[src/rtl/fsc_pkg.sv]
// shared constants, encodings and helpers of the status/control word mapper
package fsc_pkg;
    // ****************************************
    // sizes
    // ****************************************
    localparam int          NUM_BITS     = 40;
    localparam int          NUM_NIB      = 10;
    localparam int          NUM_MEAS     = 7;
    localparam int          CNT_WIDTH    = 16;
    // ****************************************
    // character codes
    // ****************************************
    localparam logic [7:0]  CHR_ZERO     = 8'h30;
    localparam logic [7:0]  CHR_ONE      = 8'h31;
    localparam logic [7:0]  CHR_NINE     = 8'h39;
    localparam logic [7:0]  CHR_UP_A     = 8'h41;
    localparam logic [7:0]  CHR_UP_F     = 8'h46;
    localparam logic [7:0]  CHR_LO_A     = 8'h61;
    localparam logic [7:0]  CHR_LO_F     = 8'h66;
    localparam logic [7:0]  CHR_HEX_OFS  = 8'h37;
    localparam logic [7:0]  CHR_LO_OFS   = 8'h57;
    // ****************************************
    // register map
    // ****************************************
    localparam logic [7:0]  OFS_CFG      = 8'h00;
    localparam logic [7:0]  OFS_CNT_RST  = 8'h04;
    localparam logic [7:0]  OFS_CNT_FB   = 8'h08;
    localparam logic [7:0]  OFS_CNT_CTL  = 8'h0c;
    localparam logic [7:0]  OFS_MSK_LO   = 8'h10;
    localparam logic [7:0]  OFS_MSK_HI   = 8'h14;
    localparam logic [7:0]  OFS_IRQ_STAT = 8'h18;
    localparam logic [7:0]  OFS_IRQ_MASK = 8'h1c;
    localparam int          CFG_B1002    = 0;
    localparam int          CFG_B1005    = 1;
    localparam int          CFG_NBIN_LSB = 8;
    localparam int          CFG_NCON_LSB = 16;
    localparam logic [31:0] CFG_RST      = 32'h0000_0000;
    localparam logic [31:0] CNT_RST_CMD  = 32'h0000_0001;
    localparam int          IRQ_FB       = 0;
    localparam int          IRQ_CTL      = 1;
    localparam logic [1:0]  RESP_OKAY    = 2'h0;
    localparam logic [1:0]  RESP_SLVERR  = 2'h2;

    // '1' or '0' for one bit
    function automatic logic [7:0] bit_char(input logic b);
        return b ? CHR_ONE : CHR_ZERO;
    endfunction

    // nibble to hex digit character
    function automatic logic [7:0] hex_enc(input logic [3:0] n);
        return (n > 4'h9) ? 8'({4'h0, n}) + CHR_HEX_OFS : 8'({4'h0, n}) + CHR_ZERO;
    endfunction

    // hex digit character to nibble, anything else gives zero
    function automatic logic [3:0] hex_dec(input logic [7:0] c);
        logic [7:0] v;
        v = 8'h00;
        if (c >= CHR_ZERO && c <= CHR_NINE) v = c - CHR_ZERO;
        else if (c >= CHR_UP_A && c <= CHR_UP_F) v = c - CHR_HEX_OFS;
        else if (c >= CHR_LO_A && c <= CHR_LO_F) v = c - CHR_LO_OFS;
        return v[3:0];
    endfunction

    // byte-lane merge of a bus write
    function automatic logic [31:0] strb_merge(input logic [31:0] old,
                                               input logic [31:0] din,
                                               input logic [3:0]  strb);
        logic [31:0] r;
        r = old;
        for (int i = 0; i < 4; i++) if (strb[i]) r[8*i +: 8] = din[8*i +: 8];
        return r;
    endfunction
endpackage

[src/rtl/fsc_char_packer.sv]
// one character per bit for the first count bits, zero beyond
`timescale 1ns/10ps
module fsc_char_packer #(
    parameter int N = 40
) (
    input  wire logic               clk,
    input  wire logic               rst_n,
    input  wire logic [N-1:0]       bits,
    input  wire logic [5:0]         count,
    output logic [8*N-1:0]          chars
);
    if (N < 1 || N > 63) begin : g_chk
        $error("fsc_char_packer: N out of range");
    end

    typedef struct packed {
        logic [8*N-1:0] chars;
    } fsc_pack_state_t;

    fsc_pack_state_t s_reg;
    fsc_pack_state_t s_next;

    always_comb begin
        s_next = s_reg;
        for (int i = 0; i < N; i++) begin
            s_next.chars[8*i +: 8] = (i < int'(count)) ? fsc_pkg::bit_char(bits[i])
                                                       : 8'h00;
        end
    end

    always_ff @(posedge clk or negedge rst_n) begin
        if (!rst_n) s_reg <= '0;
        else s_reg <= s_next;
    end

    assign chars = s_reg.chars;
endmodule

[src/rtl/fsc_mapper.sv]
// status/control word mapper with fault counters and register slave
//
// The implementer's own choices: the register offsets and the AXI4-Lite register port.
`timescale 1ns/10ps
// Operation
// - status word 1 chars 1-7 show input faults
// - char 8 shows controller link state
// - code 1002: one char per binary input
// - code 1005: ten chars, four input bits each
// - code 1005: status word 3 per contact char
// - control word 1 two chars, bit nibbles
// - control bits 1-4 select bus setpoint
// - control word 2 drives bus-controlled contacts; here in code 1005 only, other codes hold the contacts
// - two independent communication fault counters
// - writing 1 to reset clears both counters
// - counters reachable only via configuration port
// - count each error, zero values meanwhile
// - status and control word 1 always present
module fsc_mapper #(
    parameter int CNT_W = fsc_pkg::CNT_WIDTH
) (
    input  wire logic           clk,
    input  wire logic           rst_n,
    input  wire logic [7:0]     awaddr,
    input  wire logic           awvalid,
    output logic                awready,
    input  wire logic [31:0]    wdata,
    input  wire logic [3:0]     wstrb,
    input  wire logic           wvalid,
    output logic                wready,
    output logic [1:0]          bresp,
    output logic                bvalid,
    input  wire logic           bready,
    input  wire logic [7:0]     araddr,
    input  wire logic           arvalid,
    output logic                arready,
    output logic [31:0]         rdata,
    output logic [1:0]          rresp,
    output logic                rvalid,
    input  wire logic           rready,
    input  wire logic [6:0]     meas_fault,
    input  wire logic           fieldbus_err,
    input  wire logic           ctrl_link_err,
    input  wire logic [39:0]    bin_in,
    input  wire logic [39:0]    contact_in,
    input  wire logic           ctrl_valid,
    input  wire logic [15:0]    ctrl1_chars,
    input  wire logic [79:0]    ctrl2_chars,
    input  wire logic [31:0]    tx_value_in,
    output logic [63:0]         status1_chars,
    output logic [319:0]        status2_chars,
    output logic [319:0]        status3_chars,
    output logic [3:0]          bus_setpoint_active,
    output logic [39:0]         contact_drive,
    output logic [31:0]         tx_value_out,
    output logic                irq
);
    if (CNT_W < 1 || CNT_W > 32) begin : g_chk
        $error("fsc_mapper: CNT_W out of range");
    end

    // ****************************************
    // state
    // ****************************************
    typedef struct packed {
        logic           aw_got;
        logic [7:0]     aw_addr;
        logic           w_got;
        logic [31:0]    w_data;
        logic [3:0]     w_strb;
        logic           awready;
        logic           wready;
        logic           bvalid;
        logic [1:0]     bresp;
        logic           arready;
        logic           rvalid;
        logic [31:0]    rdata;
        logic [1:0]     rresp;
        logic [31:0]    cfg;
        logic [39:0]    bus_mask;
        logic [1:0]     irq_stat;
        logic [1:0]     irq_mask;
        logic           irq;
        logic           cnt_clr;
        logic           fb_err_q;
        logic           ctl_err_q;
        logic [63:0]    status1;
        logic [319:0]   status2;
        logic [3:0]     sp_act;
        logic [39:0]    contact;
        logic [31:0]    tx_value;
    } fsc_state_t;

    fsc_state_t         s_reg;
    fsc_state_t         s_next;
    logic [CNT_W-1:0]   cnt_fb;
    logic [CNT_W-1:0]   cnt_ctl;
    logic [319:0]       bin_chars;
    logic [319:0]       con_chars;
    logic [5:0]         bin_count;
    logic [5:0]         con_count;
    logic               fb_rise;
    logic               ctl_rise;
    logic               mode_1002;
    logic               mode_1005;

    assign mode_1005 = s_reg.cfg[fsc_pkg::CFG_B1005];
    assign mode_1002 = s_reg.cfg[fsc_pkg::CFG_B1002] && !mode_1005;
    assign bin_count = mode_1002 ? s_reg.cfg[fsc_pkg::CFG_NBIN_LSB +: 6] : 6'h00;
    assign con_count = mode_1005 ? s_reg.cfg[fsc_pkg::CFG_NCON_LSB +: 6] : 6'h00;
    assign fb_rise   = fieldbus_err && !s_reg.fb_err_q;
    assign ctl_rise  = ctrl_link_err && !s_reg.ctl_err_q;

    // ****************************************
    // fault counters and character packers
    // ****************************************
    fsc_sat_counter #(.W(CNT_W)) u_cnt_fb (
        .clk   (clk),
        .rst_n (rst_n),
        .inc   (fb_rise),
        .clr   (s_reg.cnt_clr),
        .count (cnt_fb)
    );

    fsc_sat_counter #(.W(CNT_W)) u_cnt_ctl (
        .clk   (clk),
        .rst_n (rst_n),
        .inc   (ctl_rise),
        .clr   (s_reg.cnt_clr),
        .count (cnt_ctl)
    );

    fsc_char_packer #(.N(fsc_pkg::NUM_BITS)) u_pack_bin (
        .clk   (clk),
        .rst_n (rst_n),
        .bits  (bin_in),
        .count (bin_count),
        .chars (bin_chars)
    );

    fsc_char_packer #(.N(fsc_pkg::NUM_BITS)) u_pack_con (
        .clk   (clk),
        .rst_n (rst_n),
        .bits  (contact_in),
        .count (con_count),
        .chars (con_chars)
    );

    // ****************************************
    // next state
    // ****************************************
    always_comb begin
        logic [39:0] ctl_bits;
        ctl_bits = s_reg.contact;
        s_next = s_reg;
        s_next.cnt_clr = 1'b0;
        // bus write channels, either order
        if (awvalid && s_reg.awready) begin
            s_next.aw_got = 1'b1;
            s_next.aw_addr = awaddr;
        end
        if (wvalid && s_reg.wready) begin
            s_next.w_got = 1'b1;
            s_next.w_data = wdata;
            s_next.w_strb = wstrb;
        end
        if (s_reg.bvalid && bready) s_next.bvalid = 1'b0;
        if (s_next.aw_got && s_next.w_got && !s_reg.bvalid) begin
            s_next.aw_got = 1'b0;
            s_next.w_got = 1'b0;
            s_next.bvalid = 1'b1;
            s_next.bresp = fsc_pkg::RESP_OKAY;
            case (s_next.aw_addr)
                fsc_pkg::OFS_CFG:
                    s_next.cfg = fsc_pkg::strb_merge(s_reg.cfg, s_next.w_data, s_next.w_strb);
                fsc_pkg::OFS_CNT_RST: begin
                    if (s_next.w_strb[0] && s_next.w_data == fsc_pkg::CNT_RST_CMD) begin
                        s_next.cnt_clr = 1'b1;
                    end
                end
                fsc_pkg::OFS_MSK_LO:
                    s_next.bus_mask[31:0] = fsc_pkg::strb_merge(s_reg.bus_mask[31:0],
                                                                s_next.w_data, s_next.w_strb);
                fsc_pkg::OFS_MSK_HI:
                    if (s_next.w_strb[0]) s_next.bus_mask[39:32] = s_next.w_data[7:0];
                fsc_pkg::OFS_IRQ_MASK:
                    if (s_next.w_strb[0]) s_next.irq_mask = s_next.w_data[1:0];
                fsc_pkg::OFS_CNT_FB, fsc_pkg::OFS_CNT_CTL, fsc_pkg::OFS_IRQ_STAT: ;
                default: s_next.bresp = fsc_pkg::RESP_SLVERR;
            endcase
        end
        // bus read channel
        if (s_reg.rvalid && rready) s_next.rvalid = 1'b0;
        if (arvalid && s_reg.arready) begin
            s_next.rvalid = 1'b1;
            s_next.rresp = fsc_pkg::RESP_OKAY;
            s_next.rdata = 32'h0000_0000;
            case (araddr)
                fsc_pkg::OFS_CFG:      s_next.rdata = s_reg.cfg;
                fsc_pkg::OFS_CNT_FB:   s_next.rdata[CNT_W-1:0] = cnt_fb;
                fsc_pkg::OFS_CNT_CTL:  s_next.rdata[CNT_W-1:0] = cnt_ctl;
                fsc_pkg::OFS_MSK_LO:   s_next.rdata = s_reg.bus_mask[31:0];
                fsc_pkg::OFS_MSK_HI:   s_next.rdata[7:0] = s_reg.bus_mask[39:32];
                fsc_pkg::OFS_IRQ_MASK: s_next.rdata[1:0] = s_reg.irq_mask;
                fsc_pkg::OFS_IRQ_STAT: begin
                    s_next.rdata[1:0] = s_reg.irq_stat;
                    s_next.irq_stat = 2'h0;
                end
                fsc_pkg::OFS_CNT_RST: ;
                default: s_next.rresp = fsc_pkg::RESP_SLVERR;
            endcase
        end
        s_next.awready = !s_next.aw_got && !s_next.bvalid;
        s_next.wready  = !s_next.w_got && !s_next.bvalid;
        s_next.arready = !s_next.rvalid;
        // sticky events, set wins over read clear
        s_next.irq_stat[fsc_pkg::IRQ_FB]  = s_next.irq_stat[fsc_pkg::IRQ_FB] | fb_rise;
        s_next.irq_stat[fsc_pkg::IRQ_CTL] = s_next.irq_stat[fsc_pkg::IRQ_CTL] | ctl_rise;
        s_next.irq = |(s_next.irq_stat & s_next.irq_mask);
        s_next.fb_err_q = fieldbus_err;
        s_next.ctl_err_q = ctrl_link_err;
        // status word 1, always present
        for (int i = 0; i < fsc_pkg::NUM_MEAS; i++) begin
            s_next.status1[8*i +: 8] = fsc_pkg::bit_char(meas_fault[i]);
        end
        s_next.status1[63:56] = fsc_pkg::bit_char(!ctrl_link_err);
        // status word 2
        s_next.status2 = '0;
        if (mode_1005) begin
            for (int k = 0; k < fsc_pkg::NUM_NIB; k++) begin
                s_next.status2[8*k +: 8] = fsc_pkg::hex_enc(bin_in[4*k +: 4]);
            end
        end else if (mode_1002) begin
            s_next.status2 = bin_chars;
        end
        // control words
        if (ctrl_valid) begin
            s_next.sp_act = fsc_pkg::hex_dec(ctrl1_chars[15:8]);
            if (mode_1005) begin
                for (int k = 0; k < fsc_pkg::NUM_NIB; k++) begin
                    ctl_bits[4*k +: 4] = fsc_pkg::hex_dec(ctrl2_chars[8*k +: 8]);
                end
            end
        end
        s_next.contact = ctl_bits & s_reg.bus_mask;
        s_next.tx_value = (fieldbus_err || ctrl_link_err) ? 32'h0000_0000
                                                          : tx_value_in;
    end

    always_ff @(posedge clk or negedge rst_n) begin
        if (!rst_n) begin
            s_reg <= '0;
        end else begin
            s_reg <= s_next;
        end
    end

    // ****************************************
    // outputs
    // ****************************************
    assign awready             = s_reg.awready;
    assign wready              = s_reg.wready;
    assign bvalid              = s_reg.bvalid;
    assign bresp               = s_reg.bresp;
    assign arready             = s_reg.arready;
    assign rvalid              = s_reg.rvalid;
    assign rdata               = s_reg.rdata;
    assign rresp               = s_reg.rresp;
    assign status1_chars       = s_reg.status1;
    assign status2_chars       = s_reg.status2;
    assign status3_chars       = con_chars;
    assign bus_setpoint_active = s_reg.sp_act;
    assign contact_drive       = s_reg.contact;
    assign tx_value_out        = s_reg.tx_value;
    assign irq                 = s_reg.irq;
endmodule

[src/rtl/fsc_sat_counter.sv]
// saturating fault counter with synchronous clear
`timescale 1ns/10ps
module fsc_sat_counter #(
    parameter int W = 16
) (
    input  wire logic         clk,
    input  wire logic         rst_n,
    input  wire logic         inc,
    input  wire logic         clr,
    output logic [W-1:0]      count
);
    if (W < 1 || W > 32) begin : g_chk
        $error("fsc_sat_counter: W out of range");
    end

    typedef struct packed {
        logic [W-1:0] cnt;
    } fsc_cnt_state_t;

    fsc_cnt_state_t s_reg;
    fsc_cnt_state_t s_next;

    always_comb begin
        s_next = s_reg;
        if (clr) begin
            s_next.cnt = inc ? W'(1) : '0;
        end else if (inc && s_reg.cnt != '1) begin
            s_next.cnt = s_reg.cnt + W'(1);
        end
    end

    always_ff @(posedge clk or negedge rst_n) begin
        if (!rst_n) s_reg <= '0;
        else s_reg <= s_next;
    end

    assign count = s_reg.cnt;
endmodule

[config.mk]
export PLATFORM = sky130hd
export DESIGN_NAME = fsc_mapper
export DESIGN_NICKNAME = d
export VERILOG_FILES = /design/src/rtl/fsc_pkg.sv /design/src/rtl/fsc_char_packer.sv /design/src/rtl/fsc_mapper.sv /design/src/rtl/fsc_sat_counter.sv
export SDC_FILE = /design/constraint.sdc
export NUM_CORES = 1
export LEC_CHECK = 0
export BUFFER_PORTS_ARGS = -buffer_cell sky130_fd_sc_hd__buf_2
export CAP_MARGIN = 20
export CORE_AREA = 2 2 425 427
export CTS_CLUSTER_DIAMETER = 60
export DETAILED_ROUTE_END_ITERATION = 10
export DIE_AREA = 0 0 427 429
export SYNTH_ARGS = -nofsm -noshare
export SYNTH_HDL_FRONTEND = slang
export SYNTH_HIERARCHICAL = 1
export SYNTH_SLANG_ARGS = --single-unit
[constraint.sdc]
create_clock -name clk -period 3.92 [get_ports clk]
set_input_delay 0.196 -clock clk [delete_from_list [all_inputs] [get_ports clk]]
set_output_delay 0.196 -clock clk [all_outputs]
set_load 0.03 [all_outputs]
==> impl_results.md <==
- Maximum fanout along the worst path: 5
- Detail Route Antenna Nets: 0
- Leakage: between 20 and 25 nW
- Mux contribution to synthesized area: 4.34%
- Final Util: roughly a quarter
- CTS Buf Count: between 90 and 100
- Register share of total power: between 40% and 50%
- Pwr Density: approximately 500 mW/mm^2
- CTS Buffer Depth: 3
- Layout cell share with drive strength beyond 1: ~29%
- XOR/XNOR Fraction of Synth Area: 0%
- Max-cap violations: 0
- HPWL after DPL: around 94000 microns
- RSZ-0062 raised after global routing: no
- Combinational Power Share: a little over 20%
- Most frequent cells in the layout: buf_2, dfrtp_1, conb_1, and2_1, dlygate4sd3_1
- Pins Over Slew Limit: 0
- Gr usage total: approximately an eighth
- Clk pwr share: approximately 39%
- Post-CTS Resized: 0
- Cells after Synth: 3463
- First-pass GRT wire length: approximately 170000 microns
- Core Area: 0.178 sq mm
- Tot Pwr: between 20 and 25 mW
- Clk pin slew, worst setup/hold paths: 0.06 ns
- Register area share after synthesis: about half
- Hold WC Path Type: in -> reg
- Vias in the first global route: around 25000
- Critical path class: in -> reg
- Flops & latches, synth: ~760
- Die Y-Extent: roughly 430 microns
- Crit. End Element: register
- Syn-to-layout area delta: 19.4%
- Synth Flop Type: dfrtp_1
- Setup crit start: ctrl2_chars[35]
- Max Fclk: between 300 and 400 MHz
- Final net count: 4399
- Clk Latency, worst-skew pair: between 0.7 and 0.8 ns
- PortBufs: approximately 850
- Via count of the routed design: between 20000 and 25000
- Post-synth EDFFs: 0
- Starting Density: 21.2%
- WP data arrival: between 3 and 4 ns
- Avg Inst Size Synth: approximately 11 sq um
- Drt pass-1 iters: 5
- # IOs: around 1100
- Routability cong.: just under 0.9
- Internal power: 15.3 mW
- Worst hold slack: around 0.076 ns
- Root buffer cell: clkbuf_16
- Residual DRC count: 0
- Status: complete, no violations
- Fraction of registers with async set/reset: 100%
- Routed len/inst: around 19 microns
- Combinational family with the most area after synthesis: buffers and inverters
- Most common cell after layout, fill and taps aside: buf_2
- CTS tree: yes
- Final hold vios: 0
- Max FFs per register: between 300 and 400
- Final setup fails: 0
- Placed cell count: 6062
- Post-CTS Setup Bufs: 0
- Largest net degree at the start of global routing: 246
- Vias per std cell: around 3.8
- Hold Path Origin: araddr[6]
- Die X: around 430 microns
- Final WL: between 100000 and 150000 microns
- Synth warn: 6
- Switching share of power: about a third
- Die area: 0.183 sq mm
- Crit share post-route: between 70 and 80%
- Clock tree sinks: between 700 and 800
- Maximum vdd drop: about 330 uV
- Adder-cell share of the synthesized area: 1.83%
- # rows: 155
- WP data required: 4.56 ns
- Initial antenna violation count: 40
- Synth Area in Simple Gates: between 10% and 20%
- Min Tclk post-route: just over 3 ns
- Slew headroom: 27.9%
- CP Launch Type: input pin
- Slew @ Worst Pin: 1.05 ns
- Final cell count without fillers: 6506
- Total gr overflow: 0
- DR iter-0 viols: roughly 1300
- Complex-gate fraction of the synthesized area: 9.48%
- Worst flop-to-flop path startpoint: s_reg[618]
- H-tree level count: 3
- Synth Cell Area: around 0.038 sq mm
- Distinct cells, synth: 77
- Setup_tns: 0 ns
- Switching power: ~7.4 mW
- Worst Skew: 0.0252 ns
## final cells by class
type,count,area [sq um]
sequential,762,19100
fill,18800,133000
antenna,10,25.0
tap,2355,2950
timing repair buffer,1166,7400
inverter,100,375
clock inverter,45,510
multi-input combinational,1944,12000
clock buffer,124,2620
## cell families (layout without fill, tap and decap cells)
group,after synthesis,in the layout
mux,149,149
compound gates,508,508
simple gates,789,789
flops,762,762
buf+inv,1196,1435
fa+ha+maj,55,55
other cells,4,453
## power by group through the flow
| stage | clock network [mW] | registers [mW] | logic (mW) |
|---|---|---|---|
| final | 8.72 | 9.34 | 4.62 |
| after global routing | 9.33 | 9.44 | 5.00 |
| after CTS | 9.00 | 9.35 | 4.66 |
| after detailed placement | 0 | 9.49 | 4.37 |
| after global placement | 0 | 9.47 | 4.32 |
| after floorplan | 0 | 9.30 | 3.70 |
## per-layer routing
| metal | vias to the layer above | routed length [microns] | track usage [%] | part of all wire [%] |
|---|---|---|---|---|
| li1 | 11400 | - | - | - |
| met4 | 2 | 4020 | 4.01 | 3.3 |
| met2 | 907 | 68200 | 25.3 | 56 |
| met1 | 12300 | 43300 | 13.3 | 35 |
| met3 | 235 | 6560 | 2.84 | 5.4 |
| met5 | - | 11 | 0 | 0.0090 |
## worst max-delay path, cell delays in order
cell	delay (ns)
dlygate4sd3_1	0.54
buf_2	0.14
or4b_2	0.66
a311oi_1	0.56
nor2b_1	0.21
o21ai_0	0.07
dlygate4sd3_1	0.59
a31oi_1	0.17
dlygate4sd3_1	0.56
## final timing paths
path | end | cells after the start | slack [ns]
max | contact_drive[18] | 9 | 0.87
min in group asynchronous | status2_chars[151] | 2 | 0.09
min | s_reg[467] | 3 | 0.08
max reg2reg | s_reg[469] | 4 | 1.12
min reg2reg | status2_chars[240] | 1 | 0.44
max in group asynchronous | tx_value_out[14] | 3 | 2.58
## cells in the mapped netlist, types with 22 or more instances
| cell type | instances | area, sq um |
|---|---|---|
| nand2_1 | 157 | 589 |
| o31ai_1 | 27 | 203 |
| a21oi_1 | 107 | 536 |
| nand3_1 | 46 | 230 |
| dfrtp_1 | 762 | 19100 |
| nor4_1 | 29 | 181 |
| ha_1 | 55 | 688 |
| buf_2 | 26 | 130 |
| nor3_1 | 22 | 110 |
| a21boi_0 | 44 | 330 |
| mux2i_1 | 51 | 510 |
| clkbuf_1 | 74 | 278 |
| nor2_1 | 96 | 360 |
| inv_1 | 98 | 368 |
| and2_1 | 312 | 1950 |
| a221o_1 | 32 | 320 |
| o21ai_0 | 98 | 490 |
| mux2_2 | 96 | 1080 |
| o21bai_1 | 23 | 173 |
| buf_4 | 980 | 7360 |
## what timing repair did
action                                  CTS  global route
endpoints found under the setup margin    0             0
hold buffers                            263             0
endpoints found under the hold margin   418             0
## through the flow
stage | area, sq um | setup slack [ns]
after floorplan | 39300 | 1.56
after global placement | 39200 | 1.10
after detailed placement | 39200 | 1.12
after CTS | 44900 | 1.03
after global routing | 45000 | 0.789
final | 45000 | 0.869
(Power assumes the default switching activity.)
